--- src/rtl/irq_regs_pkg.sv ---
// Constants for the interrupt enable and priority register slice.
// Assumes a 16-bit register view placed in the low bits of a 32-bit Avalon-MM word.
package irq_regs_pkg;
  localparam int unsigned ADDR_W           = 4;
  localparam int unsigned DATA_W           = 32;
  localparam int unsigned REG_W            = 16;
  localparam int unsigned PRIO_W           = 3;
  localparam int unsigned NUM_EN_SRC       = 5;
  localparam int unsigned NUM_PRIO_SRC     = 4;

  // Byte offsets of the registers.
  localparam logic [ADDR_W-1:0] OFS_ENABLE_FOUR  = 4'h0;
  localparam logic [ADDR_W-1:0] OFS_PRIORITY_ZERO = 4'h4;
  localparam logic [ADDR_W-1:0] OFS_PENDING_VIEW = 4'h8;

  // Enable register field positions.
  localparam int unsigned BIT_CHARGE_TIME    = 13;
  localparam int unsigned BIT_VOLTAGE_DETECT = 8;
  localparam int unsigned BIT_CHECKSUM_GEN   = 3;
  localparam int unsigned BIT_SERIAL_B_ERR   = 2;
  localparam int unsigned BIT_SERIAL_A_ERR   = 1;
  localparam logic [REG_W-1:0] ENABLE_MASK   = 16'h210E;
  localparam logic [REG_W-1:0] ENABLE_RESET  = 16'h0000;

  // Priority register field positions (lsb of each 3-bit field).
  localparam int unsigned POS_TIMER_ONE      = 12;
  localparam int unsigned POS_COMPARE_ONE    = 8;
  localparam int unsigned POS_CAPTURE_ONE    = 4;
  localparam int unsigned POS_EXT_IRQ_ZERO   = 0;
  localparam logic [REG_W-1:0] PRIORITY_MASK = 16'h7777;
  localparam logic [PRIO_W-1:0] PRIO_RESET   = 3'h4;
  localparam logic [PRIO_W-1:0] PRIO_OFF     = 3'h0;
  localparam logic [REG_W-1:0] PRIORITY_RESET = 16'h4444;

  localparam logic [DATA_W-1:0] UNMAPPED_READ = 32'h0000_0000;
endpackage : irq_regs_pkg

--- src/rtl/irq_src_if.sv ---
// Carries per-source enable and priority between the register file and the gate.
// Assumes both ends share the register file's clock.
`timescale 1ns/100ps
interface irq_src_if #(
  parameter int unsigned N_EN = 5,
  parameter int unsigned N_PR = 4,
  parameter int unsigned PW   = 3
);
  logic [N_EN-1:0]         en;
  logic [N_EN-1:0]         en_req;
  logic [N_EN-1:0]         en_fwd;
  logic [N_PR-1:0][PW-1:0] prio;
  logic [N_PR-1:0]         pr_req;
  logic [N_PR-1:0]         pr_fwd;

  modport regs (output en, output prio, output en_req, output pr_req,
                input en_fwd, input pr_fwd);
  modport gate (input en, input prio, input en_req, input pr_req,
                output en_fwd, output pr_fwd);
endinterface : irq_src_if
--- src/rtl/interrupt_enable_priority_regs.sv ---
// Enable register four and priority register zero behind an Avalon-MM slave.
// Assumes a single clock, synchronous request inputs and a well-behaved master.
`timescale 1ns/100ps
module interrupt_enable_priority_regs
  import irq_regs_pkg::*;
(
  // Clock and reset
  input  wire logic                    clk_i,
  input  wire logic                    rst_n_i,
  // Avalon-MM slave
  input  wire logic [ADDR_W-1:0]       avs_address_i,
  input  wire logic                    avs_read_i,
  input  wire logic                    avs_write_i,
  input  wire logic [DATA_W-1:0]       avs_writedata_i,
  input  wire logic [3:0]              avs_byteenable_i,
  output logic      [DATA_W-1:0]       avs_readdata_o,
  output logic                         avs_waitrequest_o,
  // Source requests, bit order serial_a, serial_b, checksum, voltage, charge
  input  wire logic [NUM_EN_SRC-1:0]   en_req_i,
  // Source requests, bit order ext_irq_zero, capture, compare, timer
  input  wire logic [NUM_PRIO_SRC-1:0] pr_req_i,
  // Forwarded requests toward arbitration
  output logic      [NUM_EN_SRC-1:0]   en_fwd_o,
  output logic      [NUM_PRIO_SRC-1:0] pr_fwd_o,
  output logic      [NUM_PRIO_SRC*PRIO_W-1:0] pr_level_o
);
  typedef enum logic [1:0] {
    BUS_IDLE = 2'b00,
    BUS_ACK  = 2'b01
  } bus_state_t;

  bus_state_t         state;
  bus_state_t         next_state;
  logic [REG_W-1:0]   enable_four;
  logic [REG_W-1:0]   priority_zero;
  logic [REG_W-1:0]   next_enable_four;
  logic [REG_W-1:0]   next_priority_zero;
  logic [DATA_W-1:0]  next_readdata;
  logic [REG_W-1:0]   lane_mask;
  logic [REG_W-1:0]   pending_view;

  irq_src_if #(.N_EN(NUM_EN_SRC), .N_PR(NUM_PRIO_SRC), .PW(PRIO_W)) src ();

  irq_forward_gate u_gate (
    .src (src.gate)
  );

  function automatic logic [PRIO_W-1:0] field_of(input logic [REG_W-1:0] r,
                                                 input int unsigned pos);
    field_of = r[pos +: PRIO_W];
  endfunction : field_of

  // Every access takes two cycles: the request is seen, then acknowledged.
  // The one-cycle stall keeps read data registered and the outputs glitch free.
  // Read data are captured at the edge that sees the request, so they stand at the answer edge.
  wire access    = avs_read_i | avs_write_i;
  wire take      = (state == BUS_ACK);
  wire seen      = (state == BUS_IDLE) & access;
  wire answer_rd = seen & avs_read_i;
  wire sel_en    = (avs_address_i == OFS_ENABLE_FOUR);
  wire sel_pr    = (avs_address_i == OFS_PRIORITY_ZERO);
  wire sel_pend  = (avs_address_i == OFS_PENDING_VIEW);
  wire do_write  = take & avs_write_i;

  assign lane_mask = {{8{avs_byteenable_i[1]}}, {8{avs_byteenable_i[0]}}};

  always_comb begin
    unique case (state)
      BUS_IDLE: next_state = access ? BUS_ACK : BUS_IDLE;
      BUS_ACK:  next_state = BUS_IDLE;
      default:  next_state = BUS_IDLE;
    endcase
  end

  // Unimplemented bits are masked so they never store a one.
  assign next_enable_four = (do_write && sel_en) ?
    (((avs_writedata_i[REG_W-1:0] & lane_mask) | (enable_four & ~lane_mask))
     & ENABLE_MASK) : enable_four;
  assign next_priority_zero = (do_write && sel_pr) ?
    (((avs_writedata_i[REG_W-1:0] & lane_mask) | (priority_zero & ~lane_mask))
     & PRIORITY_MASK) : priority_zero;

  assign pending_view = {{(REG_W-NUM_EN_SRC-NUM_PRIO_SRC){1'b0}}, src.pr_fwd, src.en_fwd};

  assign next_readdata = !answer_rd ? UNMAPPED_READ :
    sel_en   ? {{(DATA_W-REG_W){1'b0}}, enable_four}   :
    sel_pr   ? {{(DATA_W-REG_W){1'b0}}, priority_zero} :
    sel_pend ? {{(DATA_W-REG_W){1'b0}}, pending_view}  : UNMAPPED_READ;

  // Map register bits to the per-source controls.
  assign src.en = {enable_four[BIT_CHARGE_TIME], enable_four[BIT_VOLTAGE_DETECT],
                   enable_four[BIT_CHECKSUM_GEN], enable_four[BIT_SERIAL_B_ERR],
                   enable_four[BIT_SERIAL_A_ERR]};
  assign src.prio[3] = field_of(priority_zero, POS_TIMER_ONE);
  assign src.prio[2] = field_of(priority_zero, POS_COMPARE_ONE);
  assign src.prio[1] = field_of(priority_zero, POS_CAPTURE_ONE);
  assign src.prio[0] = field_of(priority_zero, POS_EXT_IRQ_ZERO);
  assign src.en_req = en_req_i;
  assign src.pr_req = pr_req_i;

  always_ff @(posedge clk_i or negedge rst_n_i) begin
    if (!rst_n_i) begin
      state         <= BUS_IDLE;
      enable_four   <= ENABLE_RESET;
      priority_zero <= PRIORITY_RESET;
    end else begin
      state         <= next_state;
      enable_four   <= next_enable_four;
      priority_zero <= next_priority_zero;
    end
  end

  always_ff @(posedge clk_i or negedge rst_n_i) begin
    if (!rst_n_i) begin
      avs_readdata_o    <= UNMAPPED_READ;
      avs_waitrequest_o <= 1'b1;
      en_fwd_o          <= '0;
      pr_fwd_o          <= '0;
      pr_level_o        <= '0;
    end else begin
      avs_readdata_o    <= next_readdata;
      avs_waitrequest_o <= !(next_state == BUS_ACK);
      en_fwd_o          <= src.en_fwd;
      pr_fwd_o          <= src.pr_fwd;
      pr_level_o        <= src.prio;
    end
  end
endmodule : interrupt_enable_priority_regs

--- src/rtl/irq_forward_gate.sv ---
// Combinational gate that passes a pending request only when it is allowed.
// Assumes requests are levels synchronous to the register file's clock.
`timescale 1ns/100ps
module irq_forward_gate
  import irq_regs_pkg::*;
(
  // Source controls and requests
  irq_src_if.gate src
);
  // Enable-gated sources carry no priority field in this slice.
  assign src.en_fwd = src.en_req & src.en;

  // Priority-gated sources: code zero disables, any other code passes.
  genvar g;
  generate
    for (g = 0; g < NUM_PRIO_SRC; g++) begin : g_prio
      assign src.pr_fwd[g] = src.pr_req[g] & (src.prio[g] != PRIO_OFF);
    end
  endgenerate
endmodule : irq_forward_gate

--- config.mk ---
export PLATFORM = sky130hd
export DESIGN_NAME = interrupt_enable_priority_regs
export DESIGN_NICKNAME = d
export VERILOG_FILES = /design/src/rtl/irq_regs_pkg.sv /design/src/rtl/irq_src_if.sv /design/src/rtl/interrupt_enable_priority_regs.sv /design/src/rtl/irq_forward_gate.sv
export SDC_FILE = /design/constraint.sdc
export NUM_CORES = 1
export LEC_CHECK = 0
export ABC_CLOCK_PERIOD_IN_PS = 1600
export BUFFER_PORTS_ARGS = -buffer_cell sky130_fd_sc_hd__buf_2
export CAP_MARGIN = 20
export CELL_PAD_IN_SITES_DETAIL_PLACEMENT = 0
export CELL_PAD_IN_SITES_GLOBAL_PLACEMENT = 1
export CORE_MARGIN = 1.5
export CORE_UTILIZATION = 34
export DETAILED_ROUTE_END_ITERATION = 16
export GPL_TIMING_DRIVEN = 0
export PLACE_DENSITY = 0.81
export SLEW_MARGIN = 30
export SYNTH_ARGS = -nofsm -noshare
export SYNTH_HDL_FRONTEND = slang
export SYNTH_SLANG_ARGS = --single-unit
--- constraint.sdc ---
create_clock -name clk_i -period 1.6 [get_ports clk_i]
set_input_delay 0.08 -clock clk_i [delete_from_list [all_inputs] [get_ports clk_i]]
set_output_delay 0.08 -clock clk_i [all_outputs]
set_load 0.01 [all_outputs]
==> implementation parameters, run 1 <==
Parameter                              Value

Run status
  Status ... finished, final reports clean

Logic synthesis
  Warning count from the yosys run ... 0
  Asr flop ratio synth ... 100%
  Largest cells by area after synthesis ... dfrtp_1 59%, mux2_2 9.3%, buf_4 6.5%
  Mean instance size in the synthesized netlist ... 13.8 sq um
  Post-synth EDFFs ... 0
  Netlist area before placement ... 0.00206 sq mm
  Top cell types by occurrence after synthesis ... 49 x dfrtp_1, 18 x buf_4, 17 x mux2_2
  Synth Flop Type ... dfrtp_1
  Most numerous cell in the Yosys netlist ... dfrtp_1
  Yosys cell types ... 27
  Cell type with the highest aggregate area in the netlist ... dfrtp_1
  Synthesized flop and latch total ... 54
  Share of the yosys chip area belonging to registers ... 65.8%
  Share of the synthesized area in the top cell type ... between 50% and 60%
  Mapped Cells ... 149

Worst setup path
  Arrival time of data at the critical path endpoint ... 1510 ps
  Critical path's slowest cell ... dfrtp_1
  Required time at the worst-slack endpoint ... 1790 ps
  Critical path cell sequence ... nand3_1 > nor2_1 > mux2_2
  Biggest cell delay along the critical path ... 420 ps
  CP endpoint kind ... flip-flop
  CP startpoint kind ... flip-flop
  Maximum fanout along the worst path ... 5
  Worst setup path category ... reg -> reg

Timing
  Final cycle utilization of the critical path ... 82.3%
  Final Max Slew Viols ... 0
  Total setup violations reported at the end of the flow ... 0
  RSZ-0062 raised after global routing ... no
  Headroom to the max-slew limit ... a little under half
  Final Hold Fails ... 0
  Worst clock skew ... 5.89 ps
  Slew @ Worst Pin ... 818 ps
  Accumulated negative setup slack ... 0 ps
  Final Critical Period ... 1320 ps
  Max Freq ... 759 MHz

Floorplanning
  Number of rows created at floorplan ... 28
  Die footprint ... 0.00654 sq mm
  Die boundary width ... 80.9 um
  Die outline height ... 80.9 um
  Ports ... ~110
  Core region area ... 0.00589 sq mm
  Starting density of the core ... 35.1%

GRT
  First-pass GRT wire length ... 6550 um
  Overall fraction of global-route tracks in use ... 13.8%
  Remaining global-route overflow ... 0
  Number of global-route vias before repair ... 1329
  Maximum number of pins on one net before global-route repair ... 55
  Antenna violations before repair ... 0

Power and ir drop
  Total design power ... about 2.7 mW
  Ratio of total power to cell area ... 1020 mW/mm^2
  LEAKAGE ... 1.45 nW
  Worst IR drop on VDD ... approximately 400 uV

Drt
  Drt via density ... between 4 and 5
  Length of routed met2 wiring ... 2160 um
  Highest signal layer in the routed design ... met4
  Met1 wire length ... 1780 um
  Number of detailed-route iterations in the first pass ... 4
  DRC violation count after routing ... 0
  Via count of the routed design ... 1383
  1st-iter DRT viols ... 43
  Routed wirelength normalized by instance count ... 13.4 um
  Total routed wirelength ... ~4300 um
  Met3 Routed Length ... approximately 310 um
  ANT nets after route ... 0

CTS
  Maximum root-to-sink buffer count ... 2
  TritonCTS buffer count ... 5
  CTS HTree Levels ... 2
  Clock Tree Root ... clkbuf_8
  CTS clk-pin slew, worst paths ... 90 ps
  Latest clock arrival within the worst-skew pair ... 300 ps
  TritonCTS clock tree ... done
  CTS Sinks ... 54
  Setup Fix Bufs, Post-CTS ... 0

Final layout
  Number of diodes ... 0
  Post-layout utilization of the core ... 45.8%
  Post-Layout Cell Count ... 320
  Fraction of final layout cells with drive strength greater than 1 ... 50.2%
  Post-layout nets ... 297
  Area taken by multi-input logic gates ... 626 sq um
  Footprint of the flip-flops and latches ... 0.00136 sq mm
  Layout Cell Area excl Fill ... 0.00270 sq mm
  Area growth syn-to-layout ... 30.7%
  Filler cell count ... 568

Place
  Total instance count after detailed placement ... 308
  Port Buf Inserts ... 67
  Total placed instance area ... 0.00256 sq mm
  Final weighted congestion of routability-driven global placement ... 0.735
  Post-detail-place hpwl ... roughly 3100 um

Hold path
  Min-Delay Path Class ... in -> reg

Job
  Maximum capacitance violations ... 0
-- layout make-up --
type / count / area share, %
clock inverter: 2 / 0.464
tap: 75 / 3.48
inverter: 2 / 0.278
sequential: 54 / 50.3
timing repair buffer: 71 / 14.0
multi-input combinational: 91 / 23.2
buffer: 19 / 5.15
clock buffer: 6 / 3.06
-- cells by family (layout without fill, tap and decap cells) --
group                  count (synthesis)  after routing  synth area share (%)
multiplexers                          17             17                  9.28
AND/OR/NAND/NOR                       38             38                  11.3
other                                  1             18                 0.182
flip-flops                            54             54                  65.8
AO/OA/AOI/OAI                         18             18                  6.31
buffers and inverters                 21            100                  7.10
-- critical path, delay by kind of cell, from the launching register on --
kind / cells / cell delay [ps]
and+or+nand+nor: 2 / 430
muxes: 1 / 360
DFF: 1 / 420
-- through the flow --
step | worst slack (ps) | hold slack, ps
after floorplan | 303 | -216
after global placement | 30.9 | 309
after detailed placement | 22.1 | 157
after CTS | 95.1 | 2.08
after global routing | 174 | 0.807
final | 283 | 8.18
-- layout by cell type (no fill, tap or decap), drive strengths merged --
master / count
a21oi: 1
a22oi: 8
dfstp: 5
nor4: 1
nor3: 2
clkinvlp: 1
nand2: 2
dlygate4sd3: 4
or2: 1
inv: 2
nor2b: 1
a21bo: 1
clkinv: 1
or4: 1
conb: 18
nand3: 2
buf: 85
and3: 5
nor4b: 2
dfrtp: 49
o21ai: 4
nand2b: 2
and2: 5
mux2: 17
clkbuf: 7
o31a: 4
or4b: 1
nor2: 13
-- metal layers --
layer,track usage [%],vias to the layer above
met4,4.66,0
met5,0,-
met2,22.8,53
met3,4.83,4
met1,16.8,655
li1,-,671
-- repair_timing --
item,4_1_cts,5_1_grt
resized for setup,0,1
endpoints found under the hold margin,52,0
hold buffers,4,0
endpoints found under the setup margin,0,4
-- path summary, 6_finish.rpt --
check | from | to | slack, ps | depth (start not counted)
max in group asynchronous | rst_n_i | avs_readdata_o[7] | 810 | 2
setup / recovery | state[0] | flip-flop | 280 | 3
hold reg to reg | flip-flop | pr_level_o[11] | 420 | 0
min in group asynchronous | rst_n_i | pr_level_o[7] | 330 | 2
setup reg to reg | state[0] | flip-flop | 280 | 3
hold / removal | avs_writedata_i[14] | flip-flop | 8 | 2
-- power breakdown --
| group | internal [mW] | leakage, nW | total, mW | switching [mW] |
|---|---|---|---|---|
| logic | 0.192 | 0.691 | 0.387 | 0.194 |
| clock network | 0.348 | 0.0472 | 0.769 | 0.421 |
| registers | 1.51 | 0.715 | 1.59 | 0.0776 |
| total | 2.05 | 1.45 | 2.74 | 0.693 |
Power figures use the tool's default switching activity.
==> run 2: changes to the inputs <==
- ABC_CLOCK_PERIOD_IN_PS: 1600 -> 1100
- CORE_UTILIZATION: 34 -> 30
- PLACE_DENSITY: 0.81 -> 0.76
- clock period: 1.6 -> 1.1 ns (I/O delays scaled with it)
==> run 2 against run 1 <==
The flow now finishes with violations (negative setup slack). Sequential cell count is the same. Sequential power grew 45%. First-iteration DRC count shrank 44%. Clock skew shrank 2.8 ps. Non-clock buffer count grew 33. Highest routed layer unchanged. Design area grew 17%. Register-to-register slack lost 410 ps. Clock power grew 100%. Utilization grew 0.95 points. Die area grew 13%. Hold slack gained 28 ps. Total power grew 69%.
==> implementation parameters, run 2 (same netlist as run 1, synthesis figures left out) <==
Parameter                              Value

Power and ir drop
  Ratio of total power to cell area ... 1480 mW/mm^2 (was 1020 mW/mm^2)
  Worst IR drop on VDD ... 617 uV (was 396 uV)
  LEAKAGE ... 1.66 nW (was 1.45 nW)

CTS
  TritonCTS buffer count ... 5 (unchanged)
  CTS clk-pin slew, worst paths ... 90 ps (about the same)
  Maximum root-to-sink buffer count ... 2 (unchanged)
  Clock Tree Root ... clkbuf_8 (unchanged)
  TritonCTS clock tree ... done (unchanged)
  CTS Sinks ... 54 (unchanged)
  CTS HTree Levels ... 2 (unchanged)
  Latest clock arrival within the worst-skew pair ... 300 ps (about the same)

Final layout
  Area growth syn-to-layout ... 52.3% (was 30.7%)
  Number of diodes ... 0 (unchanged)
  Most frequent cells in the layout ... 66 x buf_2, 48 x dfrtp_1, 31 x buf_4 (was 66 x buf_2, 49 x dfrtp_1, 19 x buf_4)
  Fraction of final layout cells with drive strength greater than 1 ... 52.9% (was 50.2%)
  Layout Cell Area excl Fill ... 0.00314 sq mm (was 0.00270 sq mm)
  Post-layout nets ... 330 (was 297)
  Most frequent standard cell in the layout excluding fill and tap cells ... buf_2 (unchanged)

Worst setup path
  Arrival time of data at the critical path endpoint ... 1410 ps (was 1510 ps)
  Critical Path Start ... state[0] (unchanged)
  Cell depth of the worst setup path ... 4 (was 3)
  Required time at the worst-slack endpoint ... 1290 ps (was 1790 ps)
  Critical path's slowest cell ... dfrtp_2 (was dfrtp_1)
  Cell family contributing the most delay on the critical path ... flip-flops (was simple AND/OR/NAND/NOR gates)
  Maximum fanout along the worst path ... 6 (was 5)
  Worst setup path category ... reg -> reg (unchanged)
  CP startpoint kind ... flip-flop (unchanged)
  Number of cells on the worst reg-to-reg path ... 4 (was 3)
  Critical path cell sequence ... nand3_2 > nor2_4 > buf_12 > mux2_4 (was nand3_1 > nor2_1 > mux2_2)
  Beginning of the worst register-to-register path ... state[0] (unchanged)
  Register-to-Register Setup Slack ... -120 ps (was 280 ps)
  CP endpoint kind ... flip-flop (unchanged)
  Buf/Inv on CP ... 1 (was 0)
  Biggest cell delay along the critical path ... 430 ps (was 420 ps)

Timing
  Hold WS ... 35.8 ps (was 8.18 ps)
  RSZ-0062 raised after global routing ... yes (was no)
  Fin worst setup slack ... -125 ps (was 283 ps)
  Slew @ Worst Pin ... 643 ps (was 818 ps)
  Accumulated negative setup slack ... -2010 ps (was 0 ps)
  Headroom to the max-slew limit ... 57.1% (was 45.4%)
  Final Critical Period ... 1220 ps (was 1320 ps)
  Final cycle utilization of the critical path ... 111% (was 82.3%)
  Worst clock skew ... 3.06 ps (was 5.89 ps)
  Max Freq ... 816 MHz (was 759 MHz)
  Total setup violations reported at the end of the flow ... 24 (was 0)
  Final Hold Fails ... 0 (unchanged)
  Final Max Slew Viols ... 0 (unchanged)

Drt
  DRC violation count after routing ... 0 (unchanged)
  Routed wirelength normalized by instance count ... 13.0 um (was 13.4 um)
  Highest signal layer in the routed design ... met4 (unchanged)
  Met3 Routed Length ... 270 um (was 311 um)
  Length of routed met2 wiring ... 2380 um (was 2160 um)
  Via count of the routed design ... 1502 (was 1383)
  1st-iter DRT viols ... 24 (was 43)
  Met1 wire length ... 1940 um (was 1780 um)
  Drt via density ... 4.20 (was 4.32)
  Number of detailed-route iterations in the first pass ... 4 (unchanged)
  ANT nets after route ... 0 (unchanged)
  Total routed wirelength ... 4650 um (was 4300 um)

Place
  Post-Place Worst Slack ... -411 ps (was 22.1 ps)
  Post-detail-place hpwl ... 3160 um (was 3130 um)
  Total placed instance area ... 0.00257 sq mm (was 0.00256 sq mm)
  Final weighted congestion of routability-driven global placement ... 0.747 (was 0.735)
  Port Buf Inserts ... 67 (unchanged)

Floorplanning
  Die outline height ... 85.9 um (was 80.9 um)
  Core region area ... 0.00672 sq mm (was 0.00589 sq mm)
  Die boundary width ... 85.9 um (was 80.9 um)
  Die footprint ... 0.00738 sq mm (was 0.00654 sq mm)
  Starting density of the core ... 30.7% (was 35.1%)
  Ports ... 107 (unchanged)
  Number of rows created at floorplan ... 30 (was 28)

GRT
  Maximum number of pins on one net before global-route repair ... 55 (unchanged)
  Antenna violations before repair ... 0 (unchanged)
  Overall fraction of global-route tracks in use ... 12.4% (was 13.8%)
  Remaining global-route overflow ... 0 (unchanged)
  Number of global-route vias before repair ... 1399 (was 1329)
  First-pass GRT wire length ... 6950 um (was 6550 um)

Job
  Maximum capacitance violations ... 0 (unchanged)

Run status
  Status ... complete, but fails checks (was finished, final reports clean)
  Violated checks ... negative setup slack

Hold path
  Min-Delay Path Class ... in -> reg (unchanged)
[run 2: cell types whose count changed in the layout (fill, tap and decap cells not counted), moves of 4 or more]
cell	previous run	this run
mux2_4	0	5
mux2_2	17	12
dlygate4sd3_1	4	23
nor2_1	11	7
buf_4	19	31
[run 2: worst min-delay path by stage]
stage	from	to	slack, ps	cells after the start
2_1_floorplan	rst_n_i	asynchronous set/reset pin	-240	0
3_3_place_gp	avs_writedata_i[5]	flip-flop	290	2
3_5_place_dp	rst_n_i	pr_level_o[9]	130	1
4_1_cts	pr_req_i[3]	pr_fwd_o[3]	4	2
5_1_grt	avs_read_i	avs_readdata_o[3]	50	3
6_report	avs_read_i	avs_readdata_o[13]	40	3
[run 2: timing repair]
| item | CTS | global route |
|---|---|---|
| gates cloned | 0 | 0 |
| endpoints found under the hold margin | 73 | 1 |
| hold buffers | 22 | 1 |
| setup buffers | 1 | 13 |
| endpoints found under the setup margin | 29 | 24 |
| gates resized for setup | 11 | 13 |
| pin swaps | 4 | 9 |
[run 2: through the flow]
stage / instances / util, % / total power, mW
CTS: 344 / 44.5 / 4.58
global route: 358 / 46.8 / 4.86
global placement: 313 / 38.2 / 2.89
detailed placement: 313 / 38.2 / 2.91
floorplan: 166 / - / 2.63
finish: 358 / 46.8 / 4.64
[run 2: worst reg2reg max path: cells and delay by family, from the launching register on]
kind	cells	cell delay (ps)
flip-flops	1	430
multiplexers	1	300
AND/OR/NAND/NOR	2	240
buffers and inverters	1	140
[run 2: area by class of cell]
class | count | area [sq um]
Sequential cell | 54 | 1360
Multi-Input combinational cell | 91 | 703
Clock buffer | 6 | 82.6
Fill cell | 655 | 3580
Inverter | 2 | 7.51
Timing Repair Buffer | 104 | 689
Tap cell | 80 | 100
Clock inverter | 2 | 60.1
Buffer | 19 | 140
[run 2: report_power, final]
group / total (mW) / internal, mW / switching (mW)
Combinational: 0.764 / 0.424 / 0.340
Clock: 1.57 / 0.970 / 0.600
Sequential: 2.31 / 2.20 / 0.111
[run 2: metal layers]
layer	up-vias	global-route usage, %
met5	-	0
met1	711	15.6
met2	50	20.8
met3	6	3.18
met4	0	3.96
li1	735	-
==> run 3: changes to the inputs <==
==> constraint.sdc (replaced) <==
create_clock -name clk_i -period 1.1 [get_ports clk_i]
set_input_delay 0.22 -clock clk_i [delete_from_list [all_inputs] [get_ports clk_i]]
set_output_delay 0.22 -clock clk_i [all_outputs]
set_load 0.01 [all_outputs]
==> run 3 against run 2 <==
The flow still finishes with violations (negative setup slack). First-iteration DRC count is 4.2% higher. Clock power is 32% lower. Largest power group unchanged. Count of clock-buffer cells in the layout is 1 lower. Sequential cell count stayed put. Sequential share of layout area is 3.1 points higher. Critical path type is now in -> reg. Total power is 12% lower.
==> implementation parameters, run 3 (same netlist as run 1, synthesis figures left out) <==
Parameter                              Value

CTS
  TritonCTS buffer count ... 5 (unchanged)
  Maximum root-to-sink buffer count ... 2 (unchanged)
  Clock Tree Root ... clkbuf_8 (unchanged)
  Latest clock arrival within the worst-skew pair ... 300 ps (about the same)
  CTS clk-pin slew, worst paths ... 90 ps (about the same)
  CTS Sinks ... 54 (unchanged)
  CTS HTree Levels ... 2 (unchanged)
  TritonCTS clock tree ... done (unchanged)

Floorplanning
  Die footprint ... 0.00738 sq mm (unchanged)
  Die boundary width ... 85.9 um (unchanged)
  Number of rows created at floorplan ... 30 (unchanged)
  Ports ... 107 (unchanged)
  Die outline height ... 85.9 um (unchanged)
  Core region area ... 0.00672 sq mm (unchanged)
  Starting density of the core ... 30.7% (unchanged)

Timing
  Worst clock skew ... 6.35 ps (was 3.06 ps)
  Final Max Slew Viols ... 0 (unchanged)
  Fin worst setup slack ... -166 ps (was -125 ps)
  Final cycle utilization of the critical path ... 115% (was 111%)
  Total setup violations reported at the end of the flow ... 23 (was 24)
  Headroom to the max-slew limit ... 65.7% (was 57.1%)
  Final Hold Fails ... 0 (unchanged)
  Max Freq ... 790 MHz (was 816 MHz)
  Slew @ Worst Pin ... 513 ps (was 643 ps)
  Accumulated negative setup slack ... -2590 ps (was -2010 ps)
  Final Critical Period ... 1270 ps (was 1220 ps)
  RSZ-0062 raised after global routing ... yes (unchanged)

Worst setup path
  Buf/Inv on CP ... 1 (unchanged)
  Cell family contributing the most delay on the critical path ... simple AND/OR/NAND/NOR gates (was flip-flops)
  Worst setup path category ... in -> reg (was reg -> reg)
  CP endpoint kind ... flip-flop (unchanged)
  Critical path cell sequence ... buf_8 > or4b_4 > nor2_4 > mux2_4 (was nand3_2 > nor2_4 > buf_12 > mux2_4)
  Biggest cell delay along the critical path ... 570 ps (was 430 ps)
  Critical path's slowest cell ... or4b_4 (was dfrtp_2)
  Required time at the worst-slack endpoint ... 1290 ps (about the same)
  Arrival time of data at the critical path endpoint ... 1450 ps (was 1410 ps)
  Maximum fanout along the worst path ... 6 (unchanged)
  CP startpoint kind ... primary input (was flip-flop)

GRT
  First-pass GRT wire length ... 6500 um (was 6950 um)
  Maximum number of pins on one net before global-route repair ... 55 (unchanged)
  Remaining global-route overflow ... 0 (unchanged)
  Antenna violations before repair ... 0 (unchanged)
  Number of global-route vias before repair ... 1344 (was 1399)
  Overall fraction of global-route tracks in use ... 11.6% (was 12.4%)

Final layout
  Layout Cell Area excl Fill ... 0.00293 sq mm (was 0.00314 sq mm)
  Area growth syn-to-layout ... 42.1% (was 52.3%)
  Post-layout utilization of the core ... 43.6% (was 46.8%)
  Number of diodes ... 0 (unchanged)
  Most frequent standard cell in the layout excluding fill and tap cells ... buf_2 (unchanged)
  Fraction of final layout cells with drive strength greater than 1 ... 56.5% (was 52.9%)
  Most frequent cells in the layout ... 61 x buf_2, 48 x dfrtp_1, 29 x buf_4 (was 66 x buf_2, 48 x dfrtp_1, 31 x buf_4)
  Post-layout nets ... 305 (was 330)

Drt
  ANT nets after route ... 0 (unchanged)
  Drt via density ... 4.29 (was 4.20)
  Routed wirelength normalized by instance count ... 13.0 um (about the same)
  Number of detailed-route iterations in the first pass ... 4 (unchanged)
  Total routed wirelength ... 4320 um (was 4650 um)
  1st-iter DRT viols ... 25 (was 24)
  Via count of the routed design ... 1430 (was 1502)
  DRC violation count after routing ... 0 (unchanged)

Power and ir drop
  Total design power ... 4.08 mW (was 4.64 mW)
  LEAKAGE ... 1.55 nW (was 1.66 nW)
  Worst IR drop on VDD ... 450 uV (was 617 uV)
  Ratio of total power to cell area ... 1390 mW/mm^2 (was 1480 mW/mm^2)

Place
  Final weighted congestion of routability-driven global placement ... 0.731 (was 0.747)
  Post-Place Worst Slack ... -566 ps (was -411 ps)
  Port Buf Inserts ... 67 (unchanged)
  Post-detail-place hpwl ... 3120 um (was 3160 um)
  Total placed instance area ... 0.00257 sq mm (about the same)

Run status
  Status ... complete, but fails checks (unchanged)
  Violated checks ... negative setup slack (unchanged)

Hold path
  Min-Delay Path Class ... in -> reg (unchanged)

Job
  Maximum capacitance violations ... 0 (unchanged)
run 3: cell type report:
| class | count | area [sq um] |
|---|---|---|
| repair buffers | 79 | 482 |
| clock buffers | 5 | 68.8 |
| clock inverters | 3 | 21.3 |
| well taps | 80 | 100 |
| multi-input cells | 91 | 752 |
| fillers | 626 | 3790 |
| plain buffers | 19 | 143 |
| flip-flops and latches | 54 | 1360 |
| inverters | 2 | 7.51 |
run 3: what timing repair did:
item                                    4_1_cts  5_1_grt
buffers inserted                              3        8
cloned                                        0        0
hold buffers                                  1        0
endpoints found under the hold margin        49        0
pin swaps                                     6       10
resized for setup                            31       16
endpoints found under the setup margin       31       33
run 3: where the power goes:
| part | leakage (nW) | internal, mW | switching (mW) |
|---|---|---|---|
| Sequential | 0.714 | 2.20 | 0.117 |
| Combinational | 0.792 | 0.388 | 0.314 |
| Clock | 0.0441 | 0.448 | 0.617 |
| Total | 1.55 | 3.03 | 1.05 |
run 3: per-stage QoR:
stage	hold WS, ps	cells
after global placement	400	313
after global routing	132	333
after floorplan	-75.6	166
after CTS	136	325
after detailed placement	297	313
final	144	333
run 3: worst register-to-register path, cell delays in order, from the launching register on:
cell and delay, ps:
dfrtp_2 440, nand3_4 110, nor2_4 130, buf_12 140
mux2_4 300
run 3: worst paths after layout:
kind | startpoint | to | slack [ps] | cells after the start
worst max-delay path | avs_address_i[0] | flip-flop | -170 | 4
worst min-delay path | avs_writedata_i[12] | flip-flop | 140 | 2
worst max register to register | state[0] | flip-flop | -120 | 4
worst min register to register | flip-flop | pr_level_o[8] | 420 | 0
max in group asynchronous | rst_n_i | asynchronous set/reset pin | 310 | 2
min in group asynchronous | rst_n_i | asynchronous set/reset pin | 430 | 2
run 3: layer usage:
layer  global-route usage (%)  share of wire [%]
met4                     4.55                1.6
met2                     18.8                 49
met3                     3.56                6.5
met5                        0                  0
met1                     14.6                 42
